===== config.mk =====
export PLATFORM = sky130hd
export DESIGN_NAME = bct_unit
export DESIGN_NICKNAME = d
export VERILOG_FILES = /design/src/hdl/bct_pkg.sv /design/src/hdl/bct_unit.sv
export SDC_FILE = /design/constraint.sdc
export NUM_CORES = 1
export LEC_CHECK = 0
export BUFFER_PORTS_ARGS = -buffer_cell sky130_fd_sc_hd__buf_4
export CORE_UTILIZATION = 57
export DETAILED_ROUTE_END_ITERATION = 7
export MAX_ROUTING_LAYER = met4
export PLACE_DENSITY = 0.81
export SLEW_MARGIN = 20
export SYNTH_ARGS = -nofsm -noshare
export SYNTH_HDL_FRONTEND = slang
export SYNTH_SLANG_ARGS = --single-unit

===== constraint.sdc =====
create_clock -name core_clk -period 6.9 [get_ports core_clk]
set_clock_uncertainty 0.1 [all_clocks]
set_input_delay 1.38 -clock core_clk [delete_from_list [all_inputs] [get_ports core_clk]]
set_output_delay 1.38 -clock core_clk [all_outputs]
set_load 0.01 [all_outputs]

===== src/hdl/bct_pkg.sv =====
/*
 * Shared constants and types of the branch condition and target unit:
 * instruction field positions, branch option bits, register offsets and resets.
 * Assumes 32-bit instruction words whose least significant bit is field bit 0.
 */
package bct_pkg;

    ////////////////////////////////////////////////////////////////////////////////
    // Instruction fields, counted from bit 0 of the word.
    localparam int          OPC_HI      = 31;
    localparam int          OPC_LO      = 26;
    localparam logic [5:0]  OPC_B       = 6'h12;
    localparam logic [5:0]  OPC_BC      = 6'h10;
    localparam logic [5:0]  OPC_BIND    = 6'h13;
    localparam logic [9:0]  XO_TO_LINK  = 10'h010;
    localparam logic [9:0]  XO_TO_CTR   = 10'h210;
    localparam int          XO_HI       = 10;
    localparam int          XO_LO       = 1;
    localparam int          LDISP_HI    = 25;
    localparam int          SDISP_HI    = 15;
    localparam int          DISP_LO     = 2;
    localparam int          OPT_HI      = 25;
    localparam int          OPT_LO      = 21;
    localparam int          SEL_HI      = 20;
    localparam int          SEL_LO      = 16;
    localparam int          SIGN_S      = 15;
    localparam int          ABS_BIT     = 1;
    localparam int          LINK_BIT    = 0;

    // Branch option bits inside the 5-bit field, as indices of bo[4:0].
    localparam int          BO_NO_COND  = 4;
    localparam int          BO_COND_VAL = 3;
    localparam int          BO_NO_DEC   = 2;
    localparam int          BO_CTR_ZERO = 1;
    localparam int          BO_REVERSE  = 0;

    localparam logic [31:0] INSN_STEP   = 32'h0000_0004;

    ////////////////////////////////////////////////////////////////////////////////
    // Register map, one word each, and values after reset.
    localparam logic [7:0]  OFS_LINK    = 8'h00;
    localparam logic [7:0]  OFS_COUNT   = 8'h04;
    localparam logic [7:0]  OFS_FLAGS   = 8'h08;
    localparam logic [7:0]  OFS_STATUS  = 8'h0c;
    localparam logic [7:0]  OFS_CTRL    = 8'h10;
    localparam logic [31:0] RST_WORD    = 32'h0000_0000;
    localparam logic        RST_ENABLE  = 1'b1;

    typedef enum logic [3:0] {
        BCT_NONE    = 4'b0001,
        BCT_UNCOND  = 4'b0010,
        BCT_COND    = 4'b0100,
        BCT_INDIR   = 4'b1000
    } bct_class_t;

    typedef struct packed {
        logic        valid;
        logic        taken;
        logic        predicted;
        logic        flush;
        logic [31:0] target;
        logic [31:0] redirect;
    } bct_result_t;

endpackage : bct_pkg


===== src/hdl/bct_unit.sv =====
/*
 * Branch condition and target unit: decodes a branch handed over by decode,
 * resolves taken or not, forms the target, updates the link and counter
 * registers and tells fetch to flush and redirect on a wrong static guess.
 * Assumes decode presents one instruction per cycle with its address, and
 * that software reaches the link, counter and flag registers over APB.
 */
// Behaviour
// RULE1: unconditional form: 24-bit displacement with two zero bits gives signed 26 bits.
// RULE2: conditional form: 14-bit displacement with two zero bits gives signed 16 bits.
// RULE3: absolute flag clear: target is instruction address plus extended displacement.
// RULE4: relative addition wraps around the 32-bit space without fault.
// RULE5: absolute flag set: target is the extended displacement alone.
// RULE6: indirect forms take target from link register or loop counter.
// RULE7: five-bit selector picks one of 32 condition flags, numbered 0 to 31.
// RULE8: option bit 0 set ignores selector and condition flags.
// RULE9: option bit 0 clear: selected flag must equal option bit 1.
// RULE10: unconditional form always taken; its option bits are displacement.
// RULE11: option bit 2 clear decrements and tests counter; set leaves it alone.
// RULE12: option bit 3 clear needs nonzero decremented counter, set needs zero.
// RULE13: option bit 4 clear keeps static prediction, set inverts it.
// RULE14: branch taken only when every enabled test passes.
// RULE15: software writes branch-always option pattern with its z bits zero.
// RULE16: static guess taken when option bits 0 and 2 both set, or sign bit.
// RULE17: link flag loads link register with instruction address plus 4.
// RULE18: link register used as target ignores its two lowest bits.
// RULE19: counter decrement commits whether or not the branch is taken.
// RULE20: wrong guess makes fetch discard wrong path and redirect.
`timescale 1ns/10ps

module bct_unit
    import bct_pkg::*;
(
    input  wire logic        core_clk,
    input  wire logic        sys_rst,
    input  wire logic        insn_valid,
    output logic             insn_ready,
    input  wire logic [31:0] insn_word,
    input  wire logic [31:0] current_insn_addr,
    output bct_result_t      result,
    input  wire logic        psel,
    input  wire logic        penable,
    input  wire logic        pwrite,
    input  wire logic [7:0]  paddr,
    input  wire logic [31:0] pwdata,
    output logic [31:0]      prdata,
    output logic             pready,
    output logic             pslverr
);

    ////////////////////////////////////////////////////////////////////////////////
    // Decode.

    function automatic bct_class_t insn_class(input logic [31:0] w);
        logic [5:0] opc;
        logic [9:0] xo;
        opc = w[OPC_HI:OPC_LO];
        xo  = w[XO_HI:XO_LO];
        if (opc == OPC_B) begin
            return BCT_UNCOND;
        end else if (opc == OPC_BC) begin
            return BCT_COND;
        end else if (opc == OPC_BIND && (xo == XO_TO_LINK || xo == XO_TO_CTR)) begin
            return BCT_INDIR;
        end
        return BCT_NONE;
    endfunction : insn_class

    logic [31:0]  return_link_reg_r;
    logic [31:0]  loop_counter_reg_r;
    logic [31:0]  condition_flags_reg_r;
    logic         enable_r;
    logic         last_taken_r;
    logic         last_flush_r;
    logic [15:0]  branch_count_r;
    bct_result_t  result_r;
    logic [31:0]  prdata_r;

    wire bct_class_t  cls          = insn_class(insn_word);
    wire logic        fire         = insn_valid & enable_r & (cls != BCT_NONE);
    wire logic        is_uncond    = (cls == BCT_UNCOND);
    wire logic        is_cond      = (cls == BCT_COND);
    wire logic        is_indir     = (cls == BCT_INDIR);
    wire logic        to_link      = is_indir & (insn_word[XO_HI:XO_LO] == XO_TO_LINK);
    wire logic        absolute_flag = insn_word[ABS_BIT];
    wire logic        link_flag    = insn_word[LINK_BIT];
    wire logic [4:0]  branch_options = is_uncond ? 5'h14 : insn_word[OPT_HI:OPT_LO]; // RULE10
    wire logic [4:0]  cond_selector_index = insn_word[SEL_HI:SEL_LO];

    ////////////////////////////////////////////////////////////////////////////////
    // Target address.

    wire logic [23:0] long_displacement  = insn_word[LDISP_HI:DISP_LO];
    wire logic [13:0] short_displacement = insn_word[SDISP_HI:DISP_LO];
    wire logic [31:0] disp_long  = {{6{long_displacement[23]}}, long_displacement, 2'b00}; // RULE1
    wire logic [31:0] disp_short = {{16{short_displacement[13]}}, short_displacement, 2'b00}; // RULE2
    wire logic [31:0] disp_sel   = is_uncond ? disp_long : disp_short;
    // The sum is kept at 32 bits so that carries out of the top simply vanish.
    wire logic [31:0] rel_target = current_insn_addr + disp_sel; // RULE3 RULE4
    wire logic [31:0] dir_target = absolute_flag ? disp_sel : rel_target; // RULE5
    wire logic [31:0] ind_target = to_link ? {return_link_reg_r[31:2], 2'b00} // RULE6 RULE18
                                           : loop_counter_reg_r; // RULE6
    wire logic [31:0] target     = is_indir ? ind_target : dir_target;
    wire logic [31:0] next_addr  = current_insn_addr + INSN_STEP;

    ////////////////////////////////////////////////////////////////////////////////
    // Condition evaluation and static prediction.

    wire logic [31:0] ctr_dec    = loop_counter_reg_r - 32'h0000_0001;
    wire logic        flag_bit   = condition_flags_reg_r[5'h1f - cond_selector_index]; // RULE7
    wire logic        cond_ok    = branch_options[BO_NO_COND] // RULE8
                                   | (flag_bit == branch_options[BO_COND_VAL]); // RULE9
    wire logic        ctr_ok     = branch_options[BO_NO_DEC] // RULE11
                                   | ((ctr_dec == 32'h0) == branch_options[BO_CTR_ZERO]); // RULE12
    wire logic        taken      = is_uncond | (cond_ok & ctr_ok); // RULE14 RULE10
    wire logic        sign_s     = is_cond & insn_word[SIGN_S];
    wire logic        guess_def  = (branch_options[BO_NO_COND] & branch_options[BO_NO_DEC])
                                   | sign_s; // RULE16
    // Branch-always encodings are expected with the reversal bit clear.
    wire logic        predicted  = is_uncond | (guess_def ^ branch_options[BO_REVERSE]); // RULE13 RULE15
    wire logic        dec_en     = fire & ~is_uncond & ~branch_options[BO_NO_DEC];

    ////////////////////////////////////////////////////////////////////////////////
    // APB slave: zero wait states, read data captured in the setup phase.

    wire logic        hit_link   = (paddr == OFS_LINK);
    wire logic        hit_count  = (paddr == OFS_COUNT);
    wire logic        hit_flags  = (paddr == OFS_FLAGS);
    wire logic        hit_status = (paddr == OFS_STATUS);
    wire logic        hit_ctrl   = (paddr == OFS_CTRL);
    wire logic        hit_any    = hit_link | hit_count | hit_flags | hit_status | hit_ctrl;
    wire logic        wr         = psel & penable & pwrite & hit_any;
    wire logic [31:0] rd_mux     = hit_link   ? return_link_reg_r :
                                   hit_count  ? loop_counter_reg_r :
                                   hit_flags  ? condition_flags_reg_r :
                                   hit_status ? {branch_count_r, 14'h0, last_flush_r, last_taken_r} :
                                   hit_ctrl   ? {31'h0, enable_r} : RST_WORD;

    assign pready     = 1'b1;
    assign pslverr    = psel & penable & ~hit_any;
    assign prdata     = prdata_r;
    assign insn_ready = enable_r;
    assign result     = result_r;

    always_ff @(posedge core_clk) begin
        if (sys_rst) begin
            prdata_r <= RST_WORD;
        end else if (psel & ~penable & ~pwrite) begin
            prdata_r <= rd_mux;
        end
    end

    ////////////////////////////////////////////////////////////////////////////////
    // Branch registers. A branch update wins over a software write in the
    // same cycle, so no hardware update is ever lost.

    always_ff @(posedge core_clk) begin
        if (sys_rst) begin
            return_link_reg_r <= RST_WORD;
        end else if (fire & link_flag) begin
            return_link_reg_r <= next_addr; // RULE17
        end else if (wr & hit_link) begin
            return_link_reg_r <= pwdata;
        end
    end

    always_ff @(posedge core_clk) begin
        if (sys_rst) begin
            loop_counter_reg_r <= RST_WORD;
        end else if (dec_en) begin
            loop_counter_reg_r <= ctr_dec; // RULE11 RULE19
        end else if (wr & hit_count) begin
            loop_counter_reg_r <= pwdata;
        end
    end

    always_ff @(posedge core_clk) begin
        if (sys_rst) begin
            condition_flags_reg_r <= RST_WORD;
            enable_r              <= RST_ENABLE;
        end else begin
            if (wr & hit_flags) begin
                condition_flags_reg_r <= pwdata;
            end
            if (wr & hit_ctrl) begin
                enable_r <= pwdata[0];
            end
        end
    end

    ////////////////////////////////////////////////////////////////////////////////
    // Result to fetch, one cycle after the branch is accepted.

    always_ff @(posedge core_clk) begin
        if (sys_rst) begin
            result_r <= '0;
        end else begin
            result_r.valid     <= fire;
            result_r.taken     <= fire & taken;
            result_r.predicted <= fire & predicted;
            result_r.flush     <= fire & (taken != predicted); // RULE20
            result_r.target    <= target;
            result_r.redirect  <= taken ? target : next_addr; // RULE20
        end
    end

    always_ff @(posedge core_clk) begin
        if (sys_rst) begin
            last_taken_r   <= 1'b0;
            last_flush_r   <= 1'b0;
            branch_count_r <= 16'h0;
        end else if (fire) begin
            last_taken_r   <= taken;
            last_flush_r   <= (taken != predicted);
            branch_count_r <= branch_count_r + 16'h1;
        end
    end
endmodule : bct_unit


Word level (Yosys, flattened, before mapping) --
Index checks and enable logic that the tools add are counted.
Word-level totals: flip-flop bits (word level) 215, input bits 110, output and inout port bits 103, logic and storage cells 103
Cells by class: add/subtract/negate cells 5, order comparisons 1, eq/ne operators 16, muxes and demuxes 24, bitwise logic cells 37, reductions and logical operators 6
Operators with widths (number):
- two-way mux 32 bit | 13
- adder 32 x 3 -> 32 bit, second input constant | 1
- adder 32 bit | 1
- logical NOT 32 bit | 1
- subtractor 32 x 1 -> 32 bit, second input constant | 1
- AND 1 bit | 22
- == test 6 x 5 -> 1 bit, second input constant | 3
- adder 16 x 1 -> 16 bit, second input constant | 1
- == test 8 x 4 -> 1 bit, second input constant | 2
- two-way mux 4 bit | 4
- == test 10 bit, second input constant | 1
- == test 10 x 5 -> 1 bit, second input constant | 1
- bitwise OR 1 bit | 9
- == test 8 x 3 -> 1 bit, second input constant | 1
- == test 8 x 5 -> 1 bit, second input constant | 1
- logical NOT 8 bit | 1
- < comparator 5 x 6 -> 1 bit, second input constant | 1
- binary-select mux 1 bit (select 5 bit) | 1
- two-way mux 1 bit | 5
- two-way mux 5 bit | 1
- inverter 1 bit | 5
- subtractor 5 bit, first input constant | 1
- == test 4 x 2 -> 1 bit, second input constant | 1
- == test 4 x 3 -> 1 bit, second input constant | 1
- other kinds (8) | 10

Longest topological paths before layout --
word-level depth 15, gate-level depth with buffers 17

Worst setup path after synthesis --
Ideal clock, no wire load.
path type input -> register, start input port insn_word[29], end register result_r (netlist bit result[31]), library setup time 0.091 ns, data arrival time 5.328 ns, required time 6.709 ns, setup slack 1.381 ns, cell stages on the path 16, cell sequence or4b_4 -> or2_4 -> nor2_1 -> clkbuf_1 -> a21oi_1 -> inv_1 -> ha_1 -> a21oi_1 -> o21ai_0 -> a2111oi_0 -> nor2b_1 -> a21oi_1 -> a311o_1 -> xnor2_1 -> or3_1 -> a311oi_1
Between the ends: cells in the longest elaborated chain, start to end 13, elaborated cells between the ends (all ways) 26, those cells by class add/sub (1); eq/ne (7); mux (12); bitwise (5); reduce/logical (1)
RTL lines:
- start, declared | RTL line bct_unit.sv:38 | input wire logic [31:0] insn_word,
- == test 6 x 5 -> 1 bit | RTL line bct_unit.sv:63 | end else if (opc == OPC_BIND && (xo == XO_TO_LINK || xo == XO_TO_CTR)) begin
- logical AND 1 bit | RTL line bct_unit.sv:63
- two-way mux 1 bit | RTL line bct_unit.sv:63
- two-way mux 1 bit | RTL line bct_unit.sv:61 | end else if (opc == OPC_BC) begin
- two-way mux 1 bit | RTL line bct_unit.sv:59 | if (opc == OPC_B) begin
- two-way mux 4 bit (*) | RTL line bct_unit.sv:66 | return BCT_NONE;
- parallel branches: the longest is 6 deep, another holds adder 32 bit
- two-way mux 32 bit (*) | RTL line bct_unit.sv:203 | result_r.redirect <= taken ? target : next_addr;
- end, declared | RTL line bct_unit.sv:76 | bct_result_t result_r;
Mark *: on every way between the ends. A chain may end at the register's enable or synchronous reset.

Worst setup path in the final report --
Same ends and word-level chain as after synthesis.

==> metrics.md <==
| Metric | Value |
|---|---|
| Outcome | `completed` |
| Antenna Nets Post-Route | `0` |
| Clock buffer depth | `3` |
| Clk Latency, worst-skew pair | `between 500 and 600 ps` |
| Cell mode on critical path | `a21oi_1` |
| Hold Path Class | `flop to flop` |
| Hold slack | `about 350 ps` |
| Filler cells | `1822` |
| Synth area leader | `dfxtp_1` |
| WP data required | `7220 ps` |
| Number of gates resized after CTS | `0` |
| Total GRT Usage | `37.51%` |
| Hold Fails Final Rpt | `0` |
| Fmax | `0.1809 GHz` |
| Postcts setup bufs | `0` |
| CTS buffer count | `24` |
| Final Cell Area | `15020 µm²` |
| Wire length per cell | `21.50 µm` |
| Leak | `6.164 nW` |
| Final count of negative-setup-slack endpoints | `0` |
| Critical path arrival | `5850 ps` |
| Crit end category | `flop` |
| Die H | `150.6 µm` |
| First drt pass iteration count | `7` |
| Crit. Startpoint | `insn_word[29]` |
| CP Launch Type | `input pin` |
| FP Rows | `54` |
| Starting density of the core | `between 50% and 60%` |
| Gp weighted congestion | `1.019` |
| Crit-path leading delay family | `compound AO/OA/AOI/OAI gates` |
| Worst slew margin | `roughly a quarter` |
| Yosys cell types | `between 80 and 90` |
| Unrepaired setup endpoints after global routing | `no` |
| Top-count cell post-synth | `dfxtp_1` |
| Hold Crit Start | `prdata[3]` |
| Critical path peak fanout | `10` |
| Final worst slack | `1371 ps` |
| Period Utilization, post-route | `approximately four fifths` |
| Post-DP HPWL | `31330 µm` |
| Clk root buf | `clkbuf_16` |
| Main synth FF type | `dfxtp_1` |
| Async SR Flop Fraction | `0%` |
| Tmin final | `5529 ps` |
| Post-Syn Nets | `1690` |
| Synth top area share | `between 30 and 40%` |
| Buf/Inv on CP | `2` |
| Largest cells by area after synthesis | `dfxtp_1 (34%), a21oi_1 (5.5%), nand2_1 (5.2%)` |
| Max incr delay on CP | `740 ps` |
| Crit Path Class | `input pin to flop` |
| Worst Max-Slew Pin Slew | `1127 ps` |
| Vias per cell | `about 6.4` |
| Final Max Slew Viols | `0` |
| IO Pins | `213` |
| Initial antenna violation count | `0` |
| Worst slack, placed | `roughly 910 ps` |
| TritonCTS clock tree | `done` |
| H-tree depth | `1` |
| Buffers added on ports | `211` |
| Synth warn | `0` |
| Commonest cells post-synth | `dfxtp_1 (215), nand2_1 (176), nor2_1 (166), a21oi_1 (139), clkbuf_1 (98)` |
| Post-Syn Area | `12590 µm²` |
| DRC | `0` |
| Post-synth EDFFs | `0` |
| Crit path cell chain | `buf_4 -> or4b_4 -> or3_1 -> and2_1 -> a21oi_1 -> inv_1 -> ha_1 -> a21oi_1 -> o21ai_0 -> a2111oi_0 -> nor2b_1 -> a21oi_1 -> a311o_1 -> xnor2_1 -> or3_1 -> a311oi_1` |
| Post-CTS Hold Buffers | `0` |
| Core area | `21760 µm²` |
| First-pass GRT wire length | `roughly 64000 µm` |
| Vias in the first global route | `11470` |
| Max-Cap Viols | `0` |
| Flops & latches, synth | `approximately 220` |
| Clock Sinks | `215` |
| DP Area | `14220 µm²` |
| Placed cell count | `1937` |
| Routed WL | `42590 µm` |
| Die area | `22690 µm²` |
| Fraction of the yosys area taken by sequential cells | `between 30% and 40%` |
| Gr ovfl total | `0` |
| Clock Pin Slew Worst Setup and Hold Paths | `roughly 60 ps` |
| Share of cells above drive strength 1 | `21.11%` |
| Mapped Cells | `between 1500 and 2000` |
| PD cells | `around 210 nW/µm²` |
| Sum of negative setup slack | `0 ps` |
| Largest net degree at the start of global routing | `127` |
| Vias | `between 10000 and 15000` |
| # diodes | `0` |
| Final Non-Filler Cells | `1981` |
| Final net count | `1828` |
| Peak supply drop | `190.2 µV` |
| Slowest CP cell | `a2111oi_0` |
| Syn Area/Cell | `8.149 µm²` |
| Area growth syn-to-layout | `19.32%` |
| Die Wd | `150.6 µm` |
| Reg2reg start | `loop_counter_reg_r[1]` |
| Initial drt markers | `1433` |
## cell type report
| cell class | instances | area, µm² | share of cell area (%) |
|---|---|---|---|
| sequential | 215 | 4304 | 28.65 |
| tap | 280 | 350.3 | 2.332 |
| timing repair buffer | 226 | 1700 | 11.32 |
| inverter | 20 | 75.07 | 0.4997 |
| clock inverter | 12 | 108.9 | 0.7246 |
| multi-input combinational | 1196 | 7794 | 51.88 |
| clock buffer | 32 | 690.7 | 4.597 |
## report_power, final
group | switching (mW) | leakage, nW | internal (mW)
combinational | 0.311 | 4.02 | 0.226
clock | 0.545 | 0.394 | 0.744
sequential | 0.0210 | 1.75 | 1.29
total | 0.877 | 6.16 | 2.26
## flip-flops by register name, indices dropped and copies added, names as in the netlist
| name | flops |
|---|---|
| result | 68 |
| condition_flags_reg_r | 32 |
| loop_counter_reg_r | 32 |
| prdata | 32 |
| return_link_reg_r | 32 |
| branch_count_r | 16 |
| insn_ready | 1 |
| last_flush_r | 1 |
| last_taken_r | 1 |
## tightest hold or removal path: stages, from the launching register on
cell     delay (ps)
dfxtp_1         310
nand2_1          50
a21oi_1          50
## final timing paths
kind	cells past startpoint	to	slack [ps]
max	16	result[31]	1370
min	2	prdata[3]	350
max reg2reg	11	result[18]	2120
min reg2reg	2	prdata[3]	350
## per-stage QoR
stage / util (%) / power, mW
global placement: 65.33 / 1.854
finish: 69.05 / 3.135
global route: 69.05 / 3.231
detailed placement: 65.35 / 1.859
CTS: 69.02 / 3.133
floorplan: - / 1.631
## cells by family after synthesis
kind of cell    after synthesis  share of synthesized area, %
simple gates                559                         20.76
compound gates              415                         21.58
flops                       215                         34.18
buf+inv                     134                         4.164
mux                         119                         11.08
xor+xnor                     67                         4.661
fa+ha+maj                    35                         3.538
other cells                   1                       0.02978
## placed cells by master (no fill, tap or decap), drive strengths merged, types with 25 or more instances in the layout
master	Yosys	final
buf	15	226
dfxtp	215	215
nand2	176	176
nor2	167	167
a21oi	140	140
o21ai	70	70
a211oi	63	63
nor3	57	57
mux2i	55	55
mux2	53	53
nand3	48	48
xnor2	35	35
ha	34	34
xor2	32	32
clkbuf	99	32
a21o	25	25
## per-layer routing
layer,share of wire [%],GRT usage [%],routed length (µm),vias to the layer above
li1,-,-,-,5895
met1,43,52.78,18170,5883
met2,43,54.38,18230,769
met3,11,6.697,4844,102
met4,3.2,11.35,1345,0
met5,0,-,0,-
No activity file was read; power rests on OpenSTA's default activity.
